$ cat src/include/fpe_pkg.sv
// Shared constants and carrier types for the flash protection and
// erase-verify sequencer.
// Assumes a single 50 MHz clock and a flash array reached by a
// one-request, one-answer read port.
package fpe_pkg;

    // ********************************************************
    // Command words and phrase layout
    // ********************************************************
    localparam logic [7:0]  CMD_ERASE_VERIFY_SECT = 8'h03;
    localparam logic [2:0]  CMD_INDEX_LAST        = 3'h2;
    localparam logic [2:0]  PHRASE_ALIGN_BITS     = 3'h0;
    localparam logic [24:0] PHRASE_BYTES          = 25'h0000008;
    localparam logic [63:0] ERASED_PHRASE         = 64'hFFFFFFFFFFFFFFFF;

    // ********************************************************
    // Program flash address window
    // ********************************************************
    localparam logic [23:0] PFLASH_BASE  = 24'hFE0000;
    localparam logic [24:0] PFLASH_LIMIT = 25'h1000000;

    // ********************************************************
    // Protection layout and reset values
    // ********************************************************
    localparam logic [23:0] CFG_PROT_ADDR      = 24'hFFFE0D;
    localparam int          CFG_BYTE_LANE      = 5;
    localparam int          CFG_OPEN_BIT       = 7;
    localparam int          EE_SIZE_W          = 5;
    localparam logic [2:0]  PF_SCEN_RESET      = 3'h7;
    localparam logic        EE_OPEN_RESET      = 1'h1;
    localparam logic [4:0]  EE_SIZE_RESET      = 5'h00;
    localparam logic [23:0] CFG_PHRASE_ADDR    = 24'hFFFE08;

    // One row per current scenario: bit n set means scenario n may follow.
    localparam logic [7:0] PF_ALLOWED [8] = '{
        8'h0F, 8'h0A, 8'h0C, 8'h08, 8'h18, 8'h3C, 8'h5A, 8'hFF
    };

    // ********************************************************
    // Carrier types
    // ********************************************************
    typedef struct packed {
        logic [15:0] word2;
        logic [15:0] word1;
        logic [15:0] word0;
    } fpe_cmd_t;

    typedef struct packed {
        logic        valid;
        logic [63:0] data;
        logic        errAny;
        logic        errFatal;
    } fpe_rd_rsp_t;

    typedef struct packed {
        logic                 open;
        logic [EE_SIZE_W-1:0] size;
    } fpe_ee_prot_t;

endpackage

$ cat src/rtl/fpe_top.sv
// Protection registers and erase-verify-section sequencer of a flash
// controller.
// Assumes all inputs come from logic on ref_clk, and that the flash
// array answers each read request with exactly one response pulse.
`timescale 1ns/10ps
`default_nettype none

module fpe_top
    import fpe_pkg::*;
(
    // Clock and reset
    input  wire logic         ref_clk,
    input  wire logic         rst,
    // Operating mode
    input  wire logic         modeNormal,
    input  wire logic         modeSpecial,
    // Program flash protection write port
    input  wire logic         pfProtWr,
    input  wire logic [2:0]   pfProtWrScen,
    // EEPROM protection write port
    input  wire logic         eeProtWr,
    input  wire fpe_ee_prot_t eeProtWrVal,
    // Command words and launch
    input  wire fpe_cmd_t     cmdWords,
    input  wire logic [2:0]   cmd_word_index,
    input  wire logic         cmdLaunch,
    input  wire logic         accErrClr,
    // Flash array read port
    output logic              rdReq,
    output logic [23:0]       rdAddr,
    input  wire fpe_rd_rsp_t  rdRsp,
    // Protection state
    output logic [2:0]        pflash_protect_reg,
    output fpe_ee_prot_t      eeprom_protect_reg,
    output logic [EE_SIZE_W-1:0] eeEffectiveSize,
    // Status flags
    output logic              cmd_complete_flag,
    output logic              access_error_flag,
    output logic              protect_violation_flag,
    output logic              memctl_status_hi,
    output logic              memctl_status_lo
);

    // ********************************************************
    // Sequencer state
    // ********************************************************
    typedef enum logic [2:0] {
        ST_CFG_RD,
        ST_CFG_WAIT,
        ST_IDLE,
        ST_VFY_RD,
        ST_VFY_WAIT
    } fpe_state_t;

    fpe_state_t   state_ff;
    fpe_state_t   nxt_state;
    logic [23:0]  addr_ff;
    logic [23:0]  nxt_addr;
    logic [15:0]  left_ff;
    logic [15:0]  nxt_left;
    logic         cmd_complete_flag_ff;
    logic         nxt_cmd_complete_flag;
    logic         access_error_flag_ff;
    logic         nxt_access_error_flag;
    logic         statHi_ff;
    logic         nxt_statHi;
    logic         statLo_ff;
    logic         nxt_statLo;

    // ********************************************************
    // Protection state
    // ********************************************************
    logic [2:0]   pfScen_ff;
    logic [2:0]   nxt_pfScen;
    fpe_ee_prot_t eeProt_ff;
    fpe_ee_prot_t nxt_eeProt;
    logic [7:0]   cfgByte;

    // ********************************************************
    // Launch checks
    // ********************************************************
    logic [23:0]  startAddr;
    logic [24:0]  sectEnd;
    logic         badIndex;
    logic         badMode;
    logic         badCode;
    logic         badAddr;
    logic         badAlign;
    logic         badCross;
    logic         launchErr;
    logic         launchOk;
    logic         phraseBlank;

    // Launch is only honoured while no command runs.
    assign launchOk  = cmdLaunch && cmd_complete_flag_ff && (state_ff == ST_IDLE);
    assign startAddr = {cmdWords.word0[7:0], cmdWords.word1};
    // One extra bit keeps the end address from wrapping at the top.
    // The count is turned into bytes and sized before the add, so even
    // the largest count keeps all of its upper bits.
    assign sectEnd   = {1'b0, startAddr}
                     + 25'({cmdWords.word2, 3'h0});

    // Each check feeds the access error on its own.
    assign badIndex  = cmd_word_index != CMD_INDEX_LAST;
    assign badMode   = !(modeNormal || modeSpecial);
    assign badCode   = cmdWords.word0[15:8] != CMD_ERASE_VERIFY_SECT;
    assign badAddr   = startAddr < PFLASH_BASE;
    assign badAlign  = startAddr[2:0] != PHRASE_ALIGN_BITS;
    assign badCross  = sectEnd > PFLASH_LIMIT;
    assign launchErr = badIndex || badMode || badCode || badAddr
                     || badAlign || badCross;

    // A phrase is blank only when every bit still reads as erased.
    assign phraseBlank = rdRsp.data == ERASED_PHRASE;
    assign cfgByte     = rdRsp.data[CFG_BYTE_LANE*8 +: 8];

    // ********************************************************
    // Sequencer next state
    // ********************************************************
    // Configuration load runs first so that protection is valid before
    // software can start any command.
    always_comb begin
        nxt_state  = state_ff;
        nxt_addr   = addr_ff;
        nxt_left   = left_ff;
        nxt_cmd_complete_flag   = cmd_complete_flag_ff;
        nxt_statHi = statHi_ff;
        nxt_statLo = statLo_ff;
        nxt_access_error_flag = access_error_flag_ff;
        rdReq      = 1'b0;
        // A clear from software loses against a fresh error.
        if (accErrClr) begin
            nxt_access_error_flag = 1'b0;
        end
        case (state_ff)
            ST_CFG_RD: begin
                // The request already stands during reset, so the fetch
                // is taken on the first edge after release.
                rdReq     = 1'b1;
                nxt_state = ST_CFG_WAIT;
            end
            ST_CFG_WAIT: begin
                if (rdRsp.valid) begin
                    nxt_cmd_complete_flag  = 1'b1;
                    nxt_state = ST_IDLE;
                end
            end
            ST_IDLE: begin
                if (launchOk) begin
                    nxt_statHi = 1'b0;
                    nxt_statLo = 1'b0;
                    if (launchErr) begin
                        // Refused command: flag it and stay complete.
                        nxt_access_error_flag = 1'b1;
                    end else if (cmdWords.word2 == 16'h0000) begin
                        nxt_cmd_complete_flag = 1'b1;
                    end else begin
                        nxt_cmd_complete_flag  = 1'b0;
                        nxt_addr  = startAddr;
                        nxt_left  = cmdWords.word2;
                        nxt_state = ST_VFY_RD;
                    end
                end
            end
            ST_VFY_RD: begin
                rdReq     = 1'b1;
                nxt_state = ST_VFY_WAIT;
            end
            ST_VFY_WAIT: begin
                if (rdRsp.valid) begin
                    // Verify runs to the last phrase even after a failure,
                    // so every read error in the section is reported.
                    if (!phraseBlank) begin
                        nxt_statHi = 1'b1;
                        nxt_statLo = 1'b1;
                    end
                    if (rdRsp.errAny || rdRsp.errFatal) begin
                        nxt_statHi = 1'b1;
                    end
                    if (rdRsp.errFatal) begin
                        nxt_statLo = 1'b1;
                    end
                    nxt_left = left_ff - 16'h0001;
                    nxt_addr = addr_ff + PHRASE_BYTES[23:0];
                    if (left_ff == 16'h0001) begin
                        nxt_cmd_complete_flag  = 1'b1;
                        nxt_state = ST_IDLE;
                    end else begin
                        nxt_state = ST_VFY_RD;
                    end
                end
            end
            default: begin
                nxt_state = ST_IDLE;
                nxt_cmd_complete_flag  = 1'b1;
            end
        endcase
    end

    // Sequencer registers; complete flag stays low until the
    // configuration byte has been fetched.
    always_ff @(posedge ref_clk or posedge rst) begin
        if (rst) begin
            state_ff  <= ST_CFG_RD;
            addr_ff   <= CFG_PHRASE_ADDR;
            left_ff   <= 16'h0000;
            cmd_complete_flag_ff   <= 1'b0;
            access_error_flag_ff <= 1'b0;
            statHi_ff <= 1'b0;
            statLo_ff <= 1'b0;
        end else begin
            state_ff  <= nxt_state;
            addr_ff   <= nxt_addr;
            left_ff   <= nxt_left;
            cmd_complete_flag_ff   <= nxt_cmd_complete_flag;
            access_error_flag_ff <= nxt_access_error_flag;
            statHi_ff <= nxt_statHi;
            statLo_ff <= nxt_statLo;
        end
    end

    // ********************************************************
    // Protection next values
    // ********************************************************
    // Protection can only grow in normal mode; special mode may also
    // remove it, which is what lets a bench unlock the part.
    always_comb begin
        nxt_pfScen = pfScen_ff;
        nxt_eeProt = eeProt_ff;
        if (pfProtWr) begin
            if (!modeNormal || PF_ALLOWED[pfScen_ff][pfProtWrScen]) begin
                nxt_pfScen = pfProtWrScen;
            end
        end
        if (state_ff == ST_CFG_WAIT && rdRsp.valid) begin
            nxt_eeProt.open = cfgByte[CFG_OPEN_BIT];
            nxt_eeProt.size = cfgByte[EE_SIZE_W-1:0];
        end else if (eeProtWr) begin
            if (modeSpecial || !modeNormal) begin
                nxt_eeProt = eeProtWrVal;
            end else begin
                if (eeProtWrVal.size > eeProt_ff.size) begin
                    nxt_eeProt.size = eeProtWrVal.size;
                end
                if (!eeProtWrVal.open) begin
                    nxt_eeProt.open = 1'b0;
                end
            end
        end
    end

    // Protection registers.
    always_ff @(posedge ref_clk or posedge rst) begin
        if (rst) begin
            pfScen_ff      <= PF_SCEN_RESET;
            eeProt_ff.open <= EE_OPEN_RESET;
            eeProt_ff.size <= EE_SIZE_RESET;
        end else begin
            pfScen_ff <= nxt_pfScen;
            eeProt_ff <= nxt_eeProt;
        end
    end

    // ********************************************************
    // Outputs
    // ********************************************************
    // The read address comes straight from a register, so it is steady
    // for as long as a request is outstanding.
    assign rdAddr                 = addr_ff;
    assign pflash_protect_reg     = pfScen_ff;
    assign eeprom_protect_reg     = eeProt_ff;
    // Zero size means no sector protected at all.
    assign eeEffectiveSize        = eeProt_ff.open ? '0
                                  : eeProt_ff.size;
    assign cmd_complete_flag      = cmd_complete_flag_ff;
    assign access_error_flag      = access_error_flag_ff;
    // This command never raises a protection violation.
    assign protect_violation_flag = 1'b0;
    assign memctl_status_hi       = statHi_ff;
    assign memctl_status_lo       = statLo_ff;

endmodule

`default_nettype wire

$ cat config.mk
export PLATFORM = sky130hd
export DESIGN_NAME = fpe_top
export DESIGN_NICKNAME = d
export VERILOG_FILES = /design/src/include/fpe_pkg.sv /design/src/rtl/fpe_top.sv
export SDC_FILE = /design/constraint.sdc
export NUM_CORES = 1
export LEC_CHECK = 0
export BUFFER_PORTS_ARGS = -buffer_cell sky130_fd_sc_hd__buf_2
export CORE_MARGIN = 5
export CORE_UTILIZATION = 40
export DETAILED_ROUTE_END_ITERATION = 16
export GPL_ROUTABILITY_DRIVEN = 0
export PLACE_DENSITY_LB_ADDON = 0.08
export SKIP_LAST_GASP = 1
export SLEW_MARGIN = 30
export SYNTH_ARGS = -nofsm -noshare
export SYNTH_HDL_FRONTEND = slang
export SYNTH_SLANG_ARGS = --single-unit
$ cat constraint.sdc
create_clock -name ref_clk -period 7.7 [get_ports ref_clk]
set_clock_uncertainty 0.2 [all_clocks]
set_input_delay 0.385 -clock ref_clk [delete_from_list [all_inputs] [get_ports ref_clk]]
set_output_delay 0.385 -clock ref_clk [all_outputs]
set_load 0.05 [all_outputs]
# Yosys cells after proc, flatten, opt, wreduce, memory -nomap -nowiden
# Memory sizes are Yosys's and may differ from the RTL's.
# Index checks and enable logic that the tools add are counted.
# Widths: inputs -> output; s select.
dict set report totals {
  elab_cells 114
  reg_bits 56
  mem_count 1
  rom_bits 64
}
dict set report op_classes {
  addsub 3
  eq_ne 17
  muxes 47
  order_cmp 5
  bitwise 2
  reduce_logical 29
}
# name depth word_bits read_ports rd_ports_with_merged_regs write_ports line
set mem_list {}
lappend mem_list {{(name not given)} 8 8 1 0 0 fpe_top.sv:231} ;# if (!modeNormal || PF_ALLOWED[pfScen_ff][pfProtWrScen]) begin
# cell n
set op_table {}
lappend op_table {{$mux 24} 4}
lappend op_table {{$eq 64x64->1 const B} 1}
lappend op_table {{$mux 16} 4}
lappend op_table {{$pmux 24 s2} 1}
lappend op_table {{$pmux 16 s2} 1}
lappend op_table {{$add 24x19->25} 1}
lappend op_table {{$gt 25x25->1 const B} 1}
lappend op_table {{$add 24x4->24 const B} 1}
lappend op_table {{$lt 24x24->1 const B} 1}
lappend op_table {{$mux 1} 20}
lappend op_table {{$mux 6} 3}
lappend op_table {{$eq 16x1->1 const B} 1}
lappend op_table {{$logic_not 16->1} 1}
lappend op_table {{$mux 8} 2}
lappend op_table {{$sub 16x1->16 const B} 1}
lappend op_table {{$mux 3} 5}
lappend op_table {{$pmux 3 s5} 1}
lappend op_table {{$ne 2x2->1 const B} 6}
lappend op_table {{$mux 5} 2}
lappend op_table {{$reduce_and 5->1} 2}
lappend op_table {{$logic_or 1x1->1} 9}
lappend op_table {{$ne 8x2->1 const B} 1}
lappend op_table {{$reduce_and 4->1} 2}
lappend op_table {{$eq 3x2->1 const B} 2}
lappend op_table {{other kinds (21)} 30}

# Longest topological paths before layout
dict set report logic_depth {
  word_depth 10
  mapped_depth 13
}

# Worst setup path before layout
# OpenSTA, ideal clock, no wires.
dict set report synth_path {
  path_type {in2reg}
  from {input cmdWords[19] (netlist name)}
  to {register addr_ff[4] (netlist: rdAddr[4])}
  slack_ns 4.300
  path_stages 12
  n_path_buf 0
  arrival_time_ns 3.072
  setup_time_ns 0.128
  path_cell_list {ha_1 inv_1 fa_1 nor2b_1 o221ai_1 a211oi_1 o2111ai_1 or4_1 nor4_2 a31oi_4 nor3_4 mux2_1}
}
dict set report synth_between {
  elab_chain_cells 6
  elab_cells_between_ends 8
  classes_between {1 x add/sub; 2 x order compare; 1 x eq/ne; 4 x reduce/logical}
}
# item line
set synth_lines {}
lappend synth_lines {{start, declared} fpe_top.sv:24} ;# input wire fpe_cmd_t cmdWords,
lappend synth_lines {{parallel branches: the longest is 3 deep, another holds $add 24x19->25} --}
lappend synth_lines {{$logic_or 1x1->1 (*)} fpe_top.sv:111} ;# || badAlign || badCross;
lappend synth_lines {{$ne 2x2->1 (no line) (*)} --}
lappend synth_lines {{$reduce_and 5->1 (no line) (*)} --}
lappend synth_lines {{end signal, assigned} fpe_top.sv:213} ;# addr_ff <= nxt_addr;
lappend synth_lines {{end, declared} fpe_top.sv:57} ;# logic [23:0] addr_ff;
# Every way passes the cells marked *.
# A chain may end at the register's enable or synchronous reset.

# Final worst setup path
# Ends and elaborated chain as after synthesis.

==> out/results.txt <==
Antenna Cells = 0
drt pass-1 iters = 7
Routed WL = 16900 um
clk root buf = clkbuf_16
Site Rows = 40
crit share post-route = 53.7%
Util after Layout = 50.0%
HP Class = in2reg
Worst setup SP type = input pin
Design Area, Final = 6010 um^2
EDFF count, synth = 0
starting density of the core = 40.9%
htree depth = 2
Buffers on Ports = 177
fin nets = 920
synth warn = 0
r2r startpoint = state_ff[0]$_DFFE_PP0P_
run status = finished, final reports clean
critical setup path kind = in2reg
fmax = 242 MHz
pin count of the biggest net entering global routing = 59
Synth area leader = dfrtp_1
Area Overhead vs Synth = 22.4%
dpl cell area = 5850 um^2
grt ovf = 0
Pins Over Slew Limit = 0
PD cells = 362 nW/um^2
CTS tree = done
first-pass GRT wire length = 27100 um
Clock Sinks = 56
maxcap violations = 0
worst hold endpoint = access_error_flag$_DFF_PP0_
Hold Violations, Final = 0
Commonest cells post-synth = 49 x o21ai_0, 48 x nor2_1, 46 x a21oi_1
crit path time final = 4.14 ns
fillcell total = 1159
Worst-Margin Slew = 0.808 ns
die height = 121 um
maximum vdd drop = 0.000217 V
slew margin rel. = 46.1%
post-synth cell types = 64
post-synthesis sequential area ratio = 29.1%
crit-path max FO = 43
Pleak = 2.70 nW
Hold Path Cell Cnt = 2
clk buf depth = 2
Avg WL per Cell = 18.6 um
top cells by area, synth = dfrtp_1 18%, dfstp_2 11%, ha_1 6.6%, a2bb2oi_1 5.4%, o21ai_0 5.0%
TritonCTS Buffers = 5
Data required, critical path = 7.68 ns
later-pin clock latency in the skew report = 0.29 ns
die width = 121 um
max reg flops = 24
HPWL after detailed placement = 13000 um
Yosys reg bits = 56
RSZ-0062 raised after global routing = false
Cell Area, Synth = 4910 um^2
setup tns final = 0 ns
placed insts = 898
Reg2Reg Setup Slack = 4.59 ns
length in cells of the worst reg-to-reg path = 9
vias in the first global route = 5476
clk slew on worst S/H paths = 0.07 ns
share of layout cells above drive strength 1 = 30.2%
critical hold path startpoint = accErrClr
via-per-instance ratio = 6.10
Layout Cells excl Fill = 906
Mapped Avg Cell Area = 8.12 um^2
# DRC = 0
async set or reset register ratio after synthesis = 100%
initial antenna violation count = 0
Synth top area share = 18.3%
Net Count, Synth = 767
I/O pin total = 179
routed via count = 5529
Worst setup EP type = flop
post_cts resized = 0
reg-to-reg critical path endpoint = rdAddr[4]$_DFFE_PP0P_
Die ar. = 14600 um^2
Total GRT Usage = 22.6%
core box area = 12000 um^2
Post-DRT Antenna Nets = 0
most common cell in the netlist = o21ai_0
worst path arrival time = 4.11 ns
Finish-stage setup viols = 0
Mapped Cells = 605
top_reg_cell synth = dfrtp_1
hold buffer count at CTS = 0
DR iter-0 viols = 531
Post CTS Setup Buffer Count = 0
[cell type report]
cell class | instances | area (um^2) | share of cell area, %
clock buffers | 8 | 156 | 2.60
flip-flops and latches | 56 | 1430 | 23.7
multi-input cells | 489 | 3210 | 53.4
repair buffers | 186 | 957 | 15.9
well taps | 147 | 184 | 3.06
inverters | 20 | 75.1 | 1.25
[metal layers]
metal  up-vias  wire, um  GRT usage (%)  share of wire, %
li1       2628         -              -                 -
met1      2613      6820           28.4                40
met2       253      8370           39.4                50
met3        35      1180           3.93               7.0
met4         0       504           7.29               3.0
met5         -         0              0                 0
[cells in the final DEF, fill, tap and decap left out, types with 12 or more instances in the layout]
cell type	instances
buf_2	177
o21ai_0	49
nor2_1	48
a21oi_1	46
nand2_1	36
dfrtp_1	36
nor4_1	33
a2bb2oi_1	30
nand3_1	27
ha_1	26
dfstp_2	20
inv_1	19
nand4_1	18
nor3_1	17
and3_1	14
mux2i_1	12
[where the power goes]
| group | internal, mW | total (mW) | switching (mW) | leakage [nW] |
|---|---|---|---|---|
| combinational | 0.456 | 1.32 | 0.865 | 1.99 |
| sequential | 0.466 | 0.615 | 0.148 | 0.634 |
| clock | 0.139 | 0.242 | 0.103 | 0.0772 |
| total | 1.06 | 2.18 | 1.12 | 2.70 |
[worst max-delay path: stages]
cell       delay (ns)
buf_2            0.11
ha_1             0.17
inv_1            0.06
fa_1             0.37
nor2b_1          0.22
o22ai_1          0.10
a211oi_1         0.24
o2111ai_1        0.15
or4_1            0.57
nor4_2           0.27
a31oi_4          0.12
buf_4            0.30
nor3_4           0.47
buf_4            0.26
mux2_1           0.33
[cells by family (layout without fill, tap and decap cells)]
kind of cell	count (synthesis)	in the layout	share of synthesized area [%]
AO/OA/AOI/OAI	198	198	27.1
other	1	1	0.0764
adder cells (fa/ha/maj)	27	27	7.03
multiplexers	20	20	4.51
AND/OR/NAND/NOR	241	241	26.4
XOR/XNOR	2	2	0.357
buffers and inverters	60	214	5.53
flip-flops	56	56	29.1
[worst max-delay path by stage]
stage / startpoint / to / cells after the start
6_report: cmdWords[19] / rdAddr[4]$_DFFE_PP0P_ / 15
5_1_grt: cmdWords[19] / rdAddr[4]$_DFFE_PP0P_ / 15
4_1_cts: cmdWords[19] / rdAddr[4]$_DFFE_PP0P_ / 15
3_5_place_dp: cmdWords[19] / rdAddr[4]$_DFFE_PP0P_ / 15
3_3_place_gp: cmdWords[32] / rdAddr[4]$_DFFE_PP0P_ / 15
2_1_floorplan: cmdWords[19] / rdAddr[4]$_DFFE_PP0P_ / 12
[per-stage QoR]
step / hold slack, ns / worst slack [ns] / power [mW]
after floorplan: 0.261 / 4.30 / 1.61
after global placement: 0.282 / 2.83 / 1.91
after detailed placement: 0.295 / 3.30 / 1.93
after CTS: 0.0600 / 3.58 / 2.18
after global routing: 0.0844 / 3.33 / 2.34
final: 0.0709 / 3.56 / 2.18
Note: power is estimated with default switching activity, not from simulation.
